File: src/hdl/hpcd_pkg.sv
package hpcd_pkg;

   // access-select encodings
   localparam logic [1:0] SEL_CONTROL  = 2'h0;
   localparam logic [1:0] SEL_DATA_INC = 2'h1;
   localparam logic [1:0] SEL_ADDRESS  = 2'h2;
   localparam logic [1:0] SEL_DATA_FIX = 2'h3;

   // widths
   localparam int HALF_W = 16;
   localparam int WORD_W = 32;
   localparam int ADDR_W = 32;
   localparam int PIN_W  = 23;

   // host_port_control field positions and reset value
   localparam int HWORD_ORDER_BIT  = 0;
   localparam int DUAL_MODE_BIT    = 2;
   localparam int ADDR_SELECT_BIT  = 3;
   localparam int HWORD_STATUS_BIT = 8;
   localparam logic [15:0] CONTROL_RESET = 16'h0000;
   localparam logic [31:0] ADDR_RESET    = 32'h0000_0000;

   // write path buffer depth
   localparam int FIFO_DEPTH = 32;

   // access sequencer states
   typedef enum logic [1:0] {
      ST_IDLE   = 2'h0,
      ST_STROBE = 2'h1,
      ST_PUSH   = 2'h3,
      ST_FETCH  = 2'h2
   } hpcd_state_type;

endpackage

File: src/hdl/hpcd_stream_if.sv
interface hpcd_stream_if #(
   parameter int WIDTH = 64
);
   logic             valid;
   logic             ready;
   logic [WIDTH-1:0] data;

   // producing end
   modport src (
      output valid,
      output data,
      input  ready
   );

   // consuming end
   modport snk (
      input  valid,
      input  data,
      output ready
   );
endinterface

File: src/hdl/hpcd_sync.sv
module hpcd_sync #(
   parameter int WIDTH = 23
) (
   // clock and reset
   input  wire logic             ref_clk_i,
   input  wire logic             nrst_i,
   // asynchronous levels in, synchronised levels out
   input  wire logic [WIDTH-1:0] async_i,
   output logic      [WIDTH-1:0] sync_o
);

   logic [WIDTH-1:0] stage1_reg;
   logic [WIDTH-1:0] stage2_reg;

   // two flops; the first stage feeds nothing but the second
   always_ff @(posedge ref_clk_i or negedge nrst_i) begin
      if (!nrst_i) begin
         stage1_reg <= '1;
         stage2_reg <= '1;
      end else begin
         stage1_reg <= async_i;
         stage2_reg <= stage1_reg;
      end
   end

   assign sync_o = stage2_reg;

endmodule

File: src/hdl/hpcd_fifo.sv
module hpcd_fifo #(
   parameter int WIDTH = 64,
   parameter int DEPTH = 32
) (
   // clock and reset
   input  wire logic  ref_clk_i,
   input  wire logic  nrst_i,
   // fill and drain sides
   hpcd_stream_if.snk in_port,
   hpcd_stream_if.src out_port
);

   localparam int AW = $clog2(DEPTH);

   logic [WIDTH-1:0] mem [DEPTH];
   logic [AW-1:0]    wptr_reg;
   logic [AW-1:0]    wptr_next;
   logic [AW-1:0]    rptr_reg;
   logic [AW-1:0]    rptr_next;
   logic [AW:0]      cnt_reg;
   logic [AW:0]      cnt_next;
   logic             ovalid_reg;
   logic             ovalid_next;
   logic [WIDTH-1:0] odata_reg;
   logic [WIDTH-1:0] odata_next;
   logic             push;
   logic             pop;

   // full means no room in the array; the output register is extra slack
   assign in_port.ready = (cnt_reg != (AW+1)'(DEPTH));
   assign push          = in_port.valid && in_port.ready;
   assign pop           = (cnt_reg != '0) && (!ovalid_reg || out_port.ready);

   // pointer, count and output stage next values
   always_comb begin
      wptr_next   = push ? AW'(wptr_reg + 1'b1) : wptr_reg;
      rptr_next   = pop ? AW'(rptr_reg + 1'b1) : rptr_reg;
      cnt_next    = (AW+1)'(cnt_reg + (AW+1)'(push) - (AW+1)'(pop));
      ovalid_next = ovalid_reg;
      odata_next  = odata_reg;
      if (pop) begin
         ovalid_next = 1'b1;
         odata_next  = mem[rptr_reg];
      end else if (out_port.ready) begin
         ovalid_next = 1'b0;
      end
   end

   always_ff @(posedge ref_clk_i or negedge nrst_i) begin
      if (!nrst_i) begin
         wptr_reg   <= '0;
         rptr_reg   <= '0;
         cnt_reg    <= '0;
         ovalid_reg <= 1'b0;
         odata_reg  <= '0;
      end else begin
         wptr_reg   <= wptr_next;
         rptr_reg   <= rptr_next;
         cnt_reg    <= cnt_next;
         ovalid_reg <= ovalid_next;
         odata_reg  <= odata_next;
      end
   end

   // storage array, no reset needed
   always_ff @(posedge ref_clk_i) begin
      if (push) begin
         mem[wptr_reg] <= in_port.data;
      end
   end

   assign out_port.valid = ovalid_reg;
   assign out_port.data  = odata_reg;

endmodule

File: src/hdl/hpcd_host_port.sv
module hpcd_host_port #(
   parameter int FIFO_DEPTH = hpcd_pkg::FIFO_DEPTH
) (
   // clock and reset
   input  wire logic        ref_clk_i,
   input  wire logic        nrst_i,
   // host pins
   input  wire logic        host_select_n_i,
   input  wire logic        data_strobe_a_n_i,
   input  wire logic        data_strobe_b_n_i,
   input  wire logic [1:0]  access_select_i,
   input  wire logic        host_read_write_n_i,
   input  wire logic        halfword_id_i,
   input  wire logic [15:0] host_data_i,
   output logic      [15:0] host_data_o,
   output logic             host_data_oe_o,
   output logic             host_wait_ready_o,
   // read side towards memory
   output logic             rd_req_o,
   output logic      [31:0] rd_addr_o,
   input  wire logic [31:0] rd_word_i,
   input  wire logic        rd_valid_i,
   // write side towards memory
   output logic             wr_valid_o,
   output logic      [31:0] wr_addr_o,
   output logic      [31:0] wr_word_o,
   input  wire logic        wr_ready_i
);

   localparam int FW = hpcd_pkg::ADDR_W + hpcd_pkg::WORD_W;

   ////////////////////////////////////////////////////////////////////////
   // pin synchronisation and strobe decode

   logic [hpcd_pkg::PIN_W-1:0] pins_s;
   logic        cs_n_s;
   logic        ds_a_s;
   logic        ds_b_s;
   logic [1:0]  sel_s;
   logic        rnw_s;
   logic        hw_s;
   logic [15:0] din_s;
   logic        strobe_on;
   logic        strobe_prev_reg;
   logic        strobe_fall;
   logic        strobe_rise;

   // every pin crosses two flops before use
   hpcd_sync #(
      .WIDTH (hpcd_pkg::PIN_W)
   ) u_sync (
      .ref_clk_i (ref_clk_i),
      .nrst_i    (nrst_i),
      .async_i   ({host_data_i, halfword_id_i, host_read_write_n_i,
                   access_select_i, data_strobe_b_n_i, data_strobe_a_n_i,
                   host_select_n_i}),
      .sync_o    (pins_s)
   );

   assign cs_n_s = pins_s[0];
   assign ds_a_s = pins_s[1];
   assign ds_b_s = pins_s[2];
   assign sel_s  = pins_s[4:3];
   assign rnw_s  = pins_s[5];
   assign hw_s   = pins_s[6];
   assign din_s  = pins_s[22:7];

   // strobe active needs chip select low and one strobe off its rest level
   assign strobe_on   = !cs_n_s && (ds_a_s ^ ds_b_s);
   assign strobe_fall = strobe_on && !strobe_prev_reg;
   assign strobe_rise = !strobe_on && strobe_prev_reg;

   always_ff @(posedge ref_clk_i or negedge nrst_i) begin
      if (!nrst_i) begin
         strobe_prev_reg <= 1'b0;
      end else begin
         strobe_prev_reg <= strobe_on;
      end
   end

   ////////////////////////////////////////////////////////////////////////
   // write buffer towards memory

   hpcd_stream_if #(.WIDTH (FW)) fill_if ();
   hpcd_stream_if #(.WIDTH (FW)) drain_if ();

   hpcd_fifo #(
      .WIDTH (FW),
      .DEPTH (FIFO_DEPTH)
   ) u_fifo (
      .ref_clk_i (ref_clk_i),
      .nrst_i    (nrst_i),
      .in_port   (fill_if),
      .out_port  (drain_if)
   );

   assign drain_if.ready = wr_ready_i;
   assign wr_valid_o     = drain_if.valid;
   assign wr_addr_o      = drain_if.data[FW-1:hpcd_pkg::WORD_W];
   assign wr_word_o      = drain_if.data[hpcd_pkg::WORD_W-1:0];

   ////////////////////////////////////////////////////////////////////////
   // access sequencer and registers

   hpcd_pkg::hpcd_state_type state_reg;
   hpcd_pkg::hpcd_state_type state_next;
   logic [1:0]  sel_reg;
   logic [1:0]  sel_next;
   logic        rnw_reg;
   logic        rnw_next;
   logic        hw_reg;
   logic        hw_next;
   logic        halfword_order_reg;
   logic        halfword_order_next;
   logic        dual_reg;
   logic        dual_next;
   logic        asel_reg;
   logic        asel_next;
   logic [31:0] raddr_reg;
   logic [31:0] raddr_next;
   logic [31:0] waddr_reg;
   logic [31:0] waddr_next;
   logic [15:0] first_half_reg;
   logic [15:0] first_half_next;
   logic [31:0] rd_word_reg;
   logic [31:0] rd_word_next;
   logic [31:0] push_addr_reg;
   logic [31:0] push_addr_next;
   logic [31:0] push_word_reg;
   logic [31:0] push_word_next;
   logic        rdreq_reg;
   logic        rdreq_next;
   logic        rdy_reg;
   logic        rdy_next;
   logic [15:0] dout_reg;
   logic [15:0] dout_next;
   logic        doe_reg;
   logic        doe_next;
   logic [31:0] full_word;
   logic [31:0] addr_word;
   logic [15:0] ctrl_rd;
   logic        is_data_s;
   logic        is_data_reg;

   assign fill_if.valid = (state_reg == hpcd_pkg::ST_PUSH);
   assign fill_if.data  = {push_addr_reg, push_word_reg};
   assign is_data_s     = sel_s[0];    // 0,1 and 1,1 are the data types
   assign is_data_reg   = sel_reg[0];

   // order bit 1 puts the first halfword in the low half
   assign full_word = halfword_order_reg ? {din_s, first_half_reg}
                               : {first_half_reg, din_s};

   // address seen by reads; single mode loads both alike, then each steps on its own accesses
   assign addr_word = (dual_reg && !asel_reg) ? waddr_reg : raddr_reg;

   // order bit mirrored at its status position
   always_comb begin
      ctrl_rd = '0;
      ctrl_rd[hpcd_pkg::HWORD_ORDER_BIT]  = halfword_order_reg;
      ctrl_rd[hpcd_pkg::HWORD_STATUS_BIT] = halfword_order_reg;
      ctrl_rd[hpcd_pkg::DUAL_MODE_BIT]    = dual_reg;
      ctrl_rd[hpcd_pkg::ADDR_SELECT_BIT]  = asel_reg;
   end

   // next state of the sequencer and every register it owns
   always_comb begin
      state_next      = state_reg;
      sel_next        = sel_reg;
      rnw_next        = rnw_reg;
      hw_next         = hw_reg;
      halfword_order_next       = halfword_order_reg;
      dual_next       = dual_reg;
      asel_next       = asel_reg;
      raddr_next      = raddr_reg;
      waddr_next      = waddr_reg;
      first_half_next = first_half_reg;
      rd_word_next    = rd_word_reg;
      push_addr_next  = push_addr_reg;
      push_word_next  = push_word_reg;
      rdreq_next      = 1'b0;
      rdy_next        = rdy_reg;
      case (state_reg)
         hpcd_pkg::ST_IDLE: begin
            if (strobe_fall) begin
               // the whole access runs on these captured levels
               sel_next   = sel_s;
               rnw_next   = rnw_s;
               hw_next    = hw_s;
               state_next = hpcd_pkg::ST_STROBE;
               // a data read fetches its word on the first half only
               if (rnw_s && is_data_s && !hw_s) begin
                  rdreq_next = 1'b1;
                  rdy_next   = 1'b0;
                  state_next = hpcd_pkg::ST_FETCH;
               end
            end
         end
         hpcd_pkg::ST_FETCH: begin
            // an early strobe end aborts with stale data, as the host risked
            if (rd_valid_i || strobe_rise) begin
               rd_word_next = rd_word_i;
               rdy_next     = 1'b1;
               state_next   = strobe_rise ? hpcd_pkg::ST_IDLE
                                          : hpcd_pkg::ST_STROBE;
            end
         end
         hpcd_pkg::ST_STROBE: begin
            if (strobe_rise) begin
               state_next = hpcd_pkg::ST_IDLE;
               if (rnw_reg) begin
                  // read address moves once the pair has used it
                  if (sel_reg == hpcd_pkg::SEL_DATA_INC && hw_reg) begin
                     raddr_next = raddr_reg + 32'h0000_0001;
                  end
               end else begin
                  case (sel_reg)
                     hpcd_pkg::SEL_CONTROL: begin
                        // same register whatever the halfword id
                        halfword_order_next = din_s[hpcd_pkg::HWORD_ORDER_BIT];
                        dual_next = din_s[hpcd_pkg::DUAL_MODE_BIT];
                        asel_next = din_s[hpcd_pkg::ADDR_SELECT_BIT];
                     end
                     hpcd_pkg::SEL_ADDRESS: begin
                        if (!hw_reg) begin
                           first_half_next = din_s;
                        end else begin
                           // commit only on the second half
                           if (!dual_reg || asel_reg) begin
                              raddr_next = full_word;
                           end
                           if (!dual_reg || !asel_reg) begin
                              waddr_next = full_word;
                           end
                        end
                     end
                     default: begin
                        if (!hw_reg) begin
                           first_half_next = din_s;
                        end else begin
                           // whole word goes inward with its address
                           push_word_next = full_word;
                           push_addr_next = waddr_reg;
                           rdy_next       = 1'b0;
                           state_next     = hpcd_pkg::ST_PUSH;
                        end
                     end
                  endcase
               end
            end
         end
         hpcd_pkg::ST_PUSH: begin
            // a full buffer holds the host off through the ready pin
            if (fill_if.ready) begin
               rdy_next   = 1'b1;
               state_next = hpcd_pkg::ST_IDLE;
               if (sel_reg == hpcd_pkg::SEL_DATA_INC) begin
                  waddr_next = waddr_reg + 32'h0000_0001;
               end
               // 1,1 leaves the write address as it was
            end
         end
         default: begin
            state_next = hpcd_pkg::ST_IDLE;
         end
      endcase
   end

   // host read data, driven only while a read strobe is open
   always_comb begin
      dout_next = dout_reg;
      doe_next  = strobe_on && rnw_reg && (state_reg == hpcd_pkg::ST_STROBE);
      if (doe_next) begin
         case (sel_reg)
            hpcd_pkg::SEL_CONTROL: dout_next = ctrl_rd;
            hpcd_pkg::SEL_ADDRESS: begin
               dout_next = (hw_reg == halfword_order_reg) ? addr_word[31:16]
                                                : addr_word[15:0];
            end
            default: begin
               dout_next = (hw_reg == halfword_order_reg) ? rd_word_reg[31:16]
                                                : rd_word_reg[15:0];
            end
         endcase
      end
   end

   always_ff @(posedge ref_clk_i or negedge nrst_i) begin
      if (!nrst_i) begin
         state_reg      <= hpcd_pkg::ST_IDLE;
         sel_reg        <= hpcd_pkg::SEL_CONTROL;
         rnw_reg        <= 1'b1;
         hw_reg         <= 1'b0;
         halfword_order_reg       <= hpcd_pkg::CONTROL_RESET[hpcd_pkg::HWORD_ORDER_BIT];
         dual_reg       <= hpcd_pkg::CONTROL_RESET[hpcd_pkg::DUAL_MODE_BIT];
         asel_reg       <= hpcd_pkg::CONTROL_RESET[hpcd_pkg::ADDR_SELECT_BIT];
         raddr_reg      <= hpcd_pkg::ADDR_RESET;
         waddr_reg      <= hpcd_pkg::ADDR_RESET;
         first_half_reg <= '0;
         rd_word_reg    <= '0;
         push_addr_reg  <= '0;
         push_word_reg  <= '0;
         rdreq_reg      <= 1'b0;
         rdy_reg        <= 1'b1;
         dout_reg       <= '0;
         doe_reg        <= 1'b0;
      end else begin
         state_reg      <= state_next;
         sel_reg        <= sel_next;
         rnw_reg        <= rnw_next;
         hw_reg         <= hw_next;
         halfword_order_reg       <= halfword_order_next;
         dual_reg       <= dual_next;
         asel_reg       <= asel_next;
         raddr_reg      <= raddr_next;
         waddr_reg      <= waddr_next;
         first_half_reg <= first_half_next;
         rd_word_reg    <= rd_word_next;
         push_addr_reg  <= push_addr_next;
         push_word_reg  <= push_word_next;
         rdreq_reg      <= rdreq_next;
         rdy_reg        <= rdy_next;
         dout_reg       <= dout_next;
         doe_reg        <= doe_next;
      end
   end

   assign host_data_o       = dout_reg;
   assign host_data_oe_o    = doe_reg;
   assign host_wait_ready_o = rdy_reg;
   assign rd_req_o          = rdreq_reg;
   assign rd_addr_o         = raddr_reg;

   ////////////////////////////////////////////////////////////////////////
   // checks

   property p_capture;
      @(posedge ref_clk_i) disable iff (!nrst_i)
      (state_reg == hpcd_pkg::ST_IDLE) && strobe_fall
      |=> (sel_reg == $past(sel_s)) && (rnw_reg == $past(rnw_s))
          && (hw_reg == $past(hw_s));
   endproperty
   a_capture: assert property (p_capture)
      else $error("captured cycle type differs from pins");

   property p_deselect;
      @(posedge ref_clk_i) disable iff (!nrst_i)
      (state_reg == hpcd_pkg::ST_IDLE) && cs_n_s
      |=> (state_reg == hpcd_pkg::ST_IDLE);
   endproperty
   a_deselect: assert property (p_deselect)
      else $error("access started while chip select high");

   property p_ctrl_write;
      @(posedge ref_clk_i) disable iff (!nrst_i)
      (state_reg == hpcd_pkg::ST_STROBE) && strobe_rise && !rnw_reg
      && (sel_reg == hpcd_pkg::SEL_CONTROL)
      |=> (halfword_order_reg == $past(din_s[0])) && (state_reg == hpcd_pkg::ST_IDLE);
   endproperty
   a_ctrl_write: assert property (p_ctrl_write)
      else $error("control write did not land");

   property p_fix_keeps;
      @(posedge ref_clk_i) disable iff (!nrst_i)
      (state_reg == hpcd_pkg::ST_PUSH) && fill_if.ready
      && (sel_reg == hpcd_pkg::SEL_DATA_FIX)
      |=> $stable(waddr_reg) && $stable(raddr_reg);
   endproperty
   a_fix_keeps: assert property (p_fix_keeps)
      else $error("address moved on non-incrementing access");

   property p_inc_write;
      @(posedge ref_clk_i) disable iff (!nrst_i)
      (state_reg == hpcd_pkg::ST_PUSH) && fill_if.ready
      && (sel_reg == hpcd_pkg::SEL_DATA_INC)
      |=> (waddr_reg == $past(waddr_reg) + 32'h0000_0001) && rdy_reg;
   endproperty
   a_inc_write: assert property (p_inc_write)
      else $error("write address not incremented by one");

   property p_read_fetch;
      @(posedge ref_clk_i) disable iff (!nrst_i)
      (state_reg == hpcd_pkg::ST_IDLE) && strobe_fall && rnw_s
      && is_data_s && !hw_s
      |=> rdreq_reg && !rdy_reg ##1 !rdreq_reg;
   endproperty
   a_read_fetch: assert property (p_read_fetch)
      else $error("data read did not issue one fetch");

   property p_mirror;
      @(posedge ref_clk_i) disable iff (!nrst_i)
      doe_reg && (sel_reg == hpcd_pkg::SEL_CONTROL)
      |-> (dout_reg[0] == dout_reg[8]) && (dout_reg[0] == halfword_order_reg);
   endproperty
   a_mirror: assert property (p_mirror)
      else $error("order bit not mirrored at bit 8");

   property p_first_half;
      @(posedge ref_clk_i) disable iff (!nrst_i)
      (state_reg == hpcd_pkg::ST_STROBE) && strobe_rise && !rnw_reg
      && is_data_reg && !hw_reg
      |=> (state_reg == hpcd_pkg::ST_IDLE) && !fill_if.valid;
   endproperty
   a_first_half: assert property (p_first_half)
      else $error("word forwarded after first halfword");

   property p_dual_sel;
      @(posedge ref_clk_i) disable iff (!nrst_i)
      (state_reg == hpcd_pkg::ST_STROBE) && strobe_rise && !rnw_reg
      && (sel_reg == hpcd_pkg::SEL_ADDRESS) && hw_reg && dual_reg
      |=> asel_reg ? $stable(waddr_reg) : $stable(raddr_reg);
   endproperty
   a_dual_sel: assert property (p_dual_sel)
      else $error("dual mode wrote the wrong address register");

endmodule

File: config.mk
export PLATFORM = sky130hd
export DESIGN_NAME = hpcd_host_port
export DESIGN_NICKNAME = d
export VERILOG_FILES = /design/src/hdl/hpcd_pkg.sv /design/src/hdl/hpcd_stream_if.sv /design/src/hdl/hpcd_sync.sv /design/src/hdl/hpcd_fifo.sv /design/src/hdl/hpcd_host_port.sv
export SDC_FILE = /design/constraint.sdc
export NUM_CORES = 2
export LEC_CHECK = 0
export BUFFER_PORTS_ARGS = -buffer_cell sky130_fd_sc_hd__buf_2
export CORE_AREA = 2 2 451 453
export CTS_CLUSTER_DIAMETER = 80
export DETAILED_ROUTE_END_ITERATION = 10
export DIE_AREA = 0 0 453 455
export PLACE_DENSITY = 0.68
export RECOVER_POWER = 25
export SYNTH_ARGS = -nofsm -noshare
export SYNTH_HDL_FRONTEND = slang
export SYNTH_SLANG_ARGS = --single-unit
File: constraint.sdc
create_clock -name ref_clk_i -period 11.4 [get_ports ref_clk_i]
set_clock_uncertainty 0.2 [all_clocks]
set_input_delay 0.57 -clock ref_clk_i [delete_from_list [all_inputs] [get_ports ref_clk_i]]
set_output_delay 0.57 -clock ref_clk_i [all_outputs]
set_load 0.01 [all_outputs]
# ---- Word-level counts from Yosys, hierarchy flattened
# Memory sizes are Yosys's and may differ from the RTL's. A register that Yosys moved wholly into a read port is not among the register bits.
# Index checks and enable logic that the tools add are counted.
dict set report totals {
  register_bits 268
  ram_bits 2048
  in_bits 59
  n_memories 1
}
# name depth word_bits rd rd_clocked_by_memory_dff wr line_no
set mem_list {}
lappend mem_list {u_fifo.mem 32 64 1 1 1 hpcd_fifo.sv:15} ;# logic [WIDTH-1:0] mem [DEPTH];
dict set report op_classes {
  n_addsub 6
  eq_ne 19
  mux 44
  n_bitwise 5
  reduce_logical 41
}
# operator count
set ops {}
lappend ops {{$mux W32} 14}
lappend ops {{$add A32 B1 Y32 const B} 2}
lappend ops {{$pmux W32 S2} 1}
lappend ops {{$mux W16} 2}
lappend ops {{$pmux W16 S2} 1}
lappend ops {{$ne A2 B2 Y1 const B} 10}
lappend ops {{$mux W1} 16}
lappend ops {{$mux W2} 8}
lappend ops {{$reduce_and A8 Y1} 2}
lappend ops {{$logic_and A1 B1 Y1} 11}
lappend ops {{$add A5 B1 Y5 const B} 2}
lappend ops {{$reduce_and A5 Y1} 2}
lappend ops {{$reduce_bool A2 Y1} 5}
lappend ops {{$logic_not A1 Y1} 8}
lappend ops {{$pmux W2 S4} 1}
lappend ops {{$reduce_and A4 Y1} 2}
lappend ops {{$add A6 B1 Y6} 1}
lappend ops {{$eq A2 B2 Y1 const B} 3}
lappend ops {{$ne A6 B6 Y1 const B} 1}
lappend ops {{$reduce_and A6 Y1} 1}
lappend ops {{$reduce_bool A6 Y1} 1}
lappend ops {{$sub A6 B1 Y6} 1}
lappend ops {{$eq A2 B1 Y1 const B} 2}
lappend ops {{$logic_not A2 Y1} 2}
lappend ops {{8 further kinds} 16}

# ---- Depth between registers and ports, before layout
dict set report logic_depth {
  word_depth 8
  ltp_mapped 13
  depth_no_buf 12
}

# ---- Modules after synthesis
# Synthesis repeated with hierarchy kept, for this count alone.
dict set report unflattened {
  hier_cells 4870
  area_unflattened_um2 93248.2
}
# mod n_inst cells_per_inst area_each_um2 seq_area_each_um2
set by_module_without_submodules {}
lappend by_module_without_submodules {hpcd_fifo 1 3797 81274.2 63525.9}
lappend by_module_without_submodules {hpcd_host_port 1 1027 10765.3 5132.4}
lappend by_module_without_submodules {hpcd_sync 1 46 1208.7 1208.7}

# ---- Least setup slack after synthesis
# No wires, ideal clock.
dict set report synth_path {
  path_kind {register to register}
  from {register state_reg[1]}
  to {memory u_fifo.mem[29][0] (enable)}
  t_arrival_ns 4.250
  required_time_ns 10.713
  path_slack_ns 6.464
  path_stages_with_launch 7
  n_path_buf 2
  path_cell_list {dfrtp_1 > clkbuf_1 > nand2_1 > nor2_1 > clkbuf_1 > nand2_1 > nor2_1}
}
dict set report synth_between {
  elab_chain_cells 4
}
# element line_no
set synth_lines {}
lappend synth_lines {{start, declared} hpcd_host_port.sv:105} ;# hpcd_pkg::hpcd_state_type state_reg;
lappend synth_lines {{start signal, assigned} hpcd_host_port.sv:290} ;# state_reg <= hpcd_pkg::ST_IDLE;
lappend synth_lines {{start signal, assigned} hpcd_host_port.sv:308} ;# state_reg <= state_next;
lappend synth_lines {{$eq A2 B2 Y1} hpcd_host_port.sv:145} ;# assign fill_if.valid = (state_reg == hpcd_pkg::ST_PUSH);
lappend synth_lines {{$logic_and A1 B1 Y1} hpcd_fifo.sv:31} ;# assign push = in_port.valid && in_port.ready;
lappend synth_lines {{net u_fifo.push} hpcd_fifo.sv:26} ;# logic push;
lappend synth_lines {{$mux W1} hpcd_fifo.sv:67} ;# if (push) begin
lappend synth_lines {{$mux W1 (implied by the code)} hpcd_fifo.sv:68} ;# mem[wptr_reg] <= in_port.data;
lappend synth_lines {{end, declared} hpcd_fifo.sv:15}
# The timed path passes the listed nets, and every way through them passes these cells.

==> out/results.ini <==
[min_path]
hold-path-endpoint = u_sync.stage1_reg[22]
holdCritPathClass = primary input to flop
timing.hold.worst_path_depth = 2
hold_start = host_data_i[15]

[setup_path]
rrSetupSlack_ns = 6.74
reg2reg_to = u_fifo.out_port.data[19]
endpoint_kind = async pin
critPathKind = primary input to async pin
timing.critical_path.arrival_ns = 6.70
r2r.worst_path.cells = 5
required_time_of_the_critical_path_ns = 12.08
worstPathMaxFanout = 92
worstSetupStartpointType = primary input
rr_startpoint = u_fifo.rptr_reg[0]

[cts]
cts_htree_levels = 4
worst_setup_hold_path_clk_slew_ns = 0.06
post-cts-setup-buffers = 0
cts_hold_buf = 58
clk_root_buffer_cell = clkbuf_16
clock_latency_ns = 0.87
cts.sinks = 2380
cts.repair.resized = 0
cts_made_buffers = 225
cts.path.max_buffers = 3
cts_tree = yes

[outcome]
result_of_the_run = complete, but fails checks
failed_checks = capacitance limit, slew limit

[floorplanning]
initial_standard_cell_utilization_of_the_core_pct = 45.9
fp-row-count = 165
i_o_pin_cnt = 175
chipHeight_microns = 455
die_w_microns = 453
area_of_the_core_sq_um = 201000
die_area_sq_um = 206000

[timing]
totalNegativeSetupSlack_ns = 0
worst_slew_margin_rel_pct = -242
worstMarginPinSlew_ns = 5.13
slew_viol_final = 982
rsz_0062_raised_after_global_routing = no
layout_min_cycle_time_ns = 6.02
worst_hold_margin_ns = 0.133
timing.final.crit_share_pct = 52.8
setup_violations = 0
timing.fmax_mhz = 166
hold_violation_total_from_the_final_report = 0

[route]
vias = 48659
drt_pass1_iterations = 6
via_per_inst = 6.16
topRoutingLayerUsed = met5
detail_route.wirelength.met1_mm = 98.3
route.detailed.drc = 0
detailroute.wirelength.met2_mm = 110
wire_per_inst_microns = 30.0
initialDrtViolationCount = 6974
drt-total-wl_mm = 237
final_antenna_net_count = 0
detailroute.wirelength.met3_mm = 23.5

[finish]
final_net_count = 5098
top_library_cells_by_usage_in_the_layout_fill_and_taps_aside = edfxtp_1, mux4_2, mux2i_1
drive_gt1_share_pct = 24.0
n_fill_cell = 15540
layout_commonest_cell = edfxtp_1
area_growth_syn_to_layout_pct = 13.3
max_ffs_per_register = 2048
max_flop_register = u_fifo.mem

[logic_synthesis]
postSynth.asyncResetShare_pct = 13.9
synth_top_flop_cell = edfxtp_1
syn_nets = 4801
synth_warnings = 0
syn_std_cell_area_sq_um = 92300
synth_enable_flop_cells = 2048
number_of_register_bits_inferred_by_synthesis = 2380
avgSynthCellArea_sq_um = 19.5
synth_sequential_area_ratio_pct = 75.7
netlist_instances = 4725
number_of_distinct_library_cells_after_synthesis = 73

[grt]
grt_pass1_wl_mm = 342
globalRouteOverflowTotal = 0
via_count_of_the_first_global_routing_pass = 47981
grt_util_all_layers_pct = 22.9
grt_max_degree = 137
grt_antenna_before_repair = 13

[run]
drv.max_cap_violation_count = 28

[pwr]
power_leakage_uw = 0.0363
p_per_area_nw_per_um2 = 249
irDropWorstVdd_v = 0.000224

[placement]
hpwlAfterDp_mm = 137
port_buffer_count = 174
routabilityCongestion = 0.861

==> how the worst max path moves through the flow <==
stage | start | endpoint | slack, ns | depth (start not counted)
6_report | nrst_i | rd_word_reg[15] | 5.38 | 4
5_1_grt | nrst_i | host_data_o[14] | 4.35 | 4
4_1_cts | u_fifo.rptr_reg[0] | u_fifo.out_port.data[19] | 6.74 | 5
3_5_place_dp | u_fifo.rptr_reg[0] | u_fifo.out_port.data[19] | 6.78 | 5
3_3_place_gp | u_fifo.rptr_reg[0] | u_fifo.out_port.data[19] | 6.77 | 5
2_1_floorplan | state_reg[1] | u_fifo.mem[29][0] | 6.46 | 6
==> logic make-up (layout without fill, tap and decap cells) <==
family | after synthesis | after routing | synth area share (%)
compound gates | 598 | 598 | 4.39
xor+xnor | 14 | 14 | 0.133
fa+ha+maj | 17 | 17 | 0.239
buf+inv | 304 | 803 | 1.36
flops | 2380 | 2380 | 75.7
mux | 874 | 874 | 15.4
other cells | 0 | 3 | 0
simple gates | 538 | 538 | 2.74
==> power by group <==
| group | internal (uW) | switching, uW | leakage, uW |
|---|---|---|---|
| registers | 10700 | 1250 | 0.0238 |
| logic | 2730 | 3800 | 0.00887 |
| clock network | 4250 | 3260 | 0.00365 |
| total | 17700 | 8300 | 0.0363 |
==> final cells by class <==
| type | instances | area, sq um | share of cell area [%] |
|---|---|---|---|
| flip-flops and latches | 2380 | 69900 | 66.8 |
| well taps | 2672 | 3340 | 3.20 |
| repair buffers | 352 | 2290 | 2.19 |
| clock inverters | 120 | 1310 | 1.25 |
| multi-input cells | 2041 | 21500 | 20.6 |
| clock buffers | 309 | 6150 | 5.88 |
| inverters | 22 | 82.6 | 0.0790 |
| diodes | 3 | 7.51 | 0.00718 |
==> worst max-delay path, cell delays in order <==
cell and delay (ns):
dlygate4sd3_1 0.52, clkbuf_1 3.55, buf_4 1.17, buf_4 0.76
==> cells in the mapped netlist, types with 29 or more instances <==
cell type / n / share of area [%]
a211oi_1: 36 / 0.29
a21oi_1: 96 / 0.52
a221oi_1: 57 / 0.54
a22oi_1: 29 / 0.24
buf_2: 76 / 0.41
clkbuf_1: 179 / 0.73
dfrtp_1: 284 / 7.7
dfstp_2: 48 / 1.4
edfxtp_1: 2048 / 67
mux2_2: 102 / 1.2
mux2i_1: 342 / 3.7
mux4_2: 430 / 10
nand2_1: 97 / 0.39
nand3_1: 63 / 0.34
nor2_1: 219 / 0.89
nor3_1: 42 / 0.23
o21ai_0: 129 / 0.70
o22ai_1: 117 / 0.79
==> layer usage <==
metal | vias to the layer above | track usage, %
li1 | 19961 | -
met1 | 25673 | 33.9
met4 | 2 | 5.70
met3 | 341 | 4.57
met5 | - | 0
met2 | 2682 | 35.0
==> metrics by stage <==
step	total power (uW)	std cells	setup slack (ns)	instance area, sq um	util (%)
final	26000	7899	5.38	105000	52.0
after global routing	26900	7896	4.35	105000	51.9
after CTS	26100	7896	6.74	105000	52.0
after detailed placement	18700	7409	6.78	96600	48.0
after global placement	18500	7409	6.77	96600	48.0
after floorplan	15900	4725	6.46	92300	-
Power figures use the tool's default switching activity.
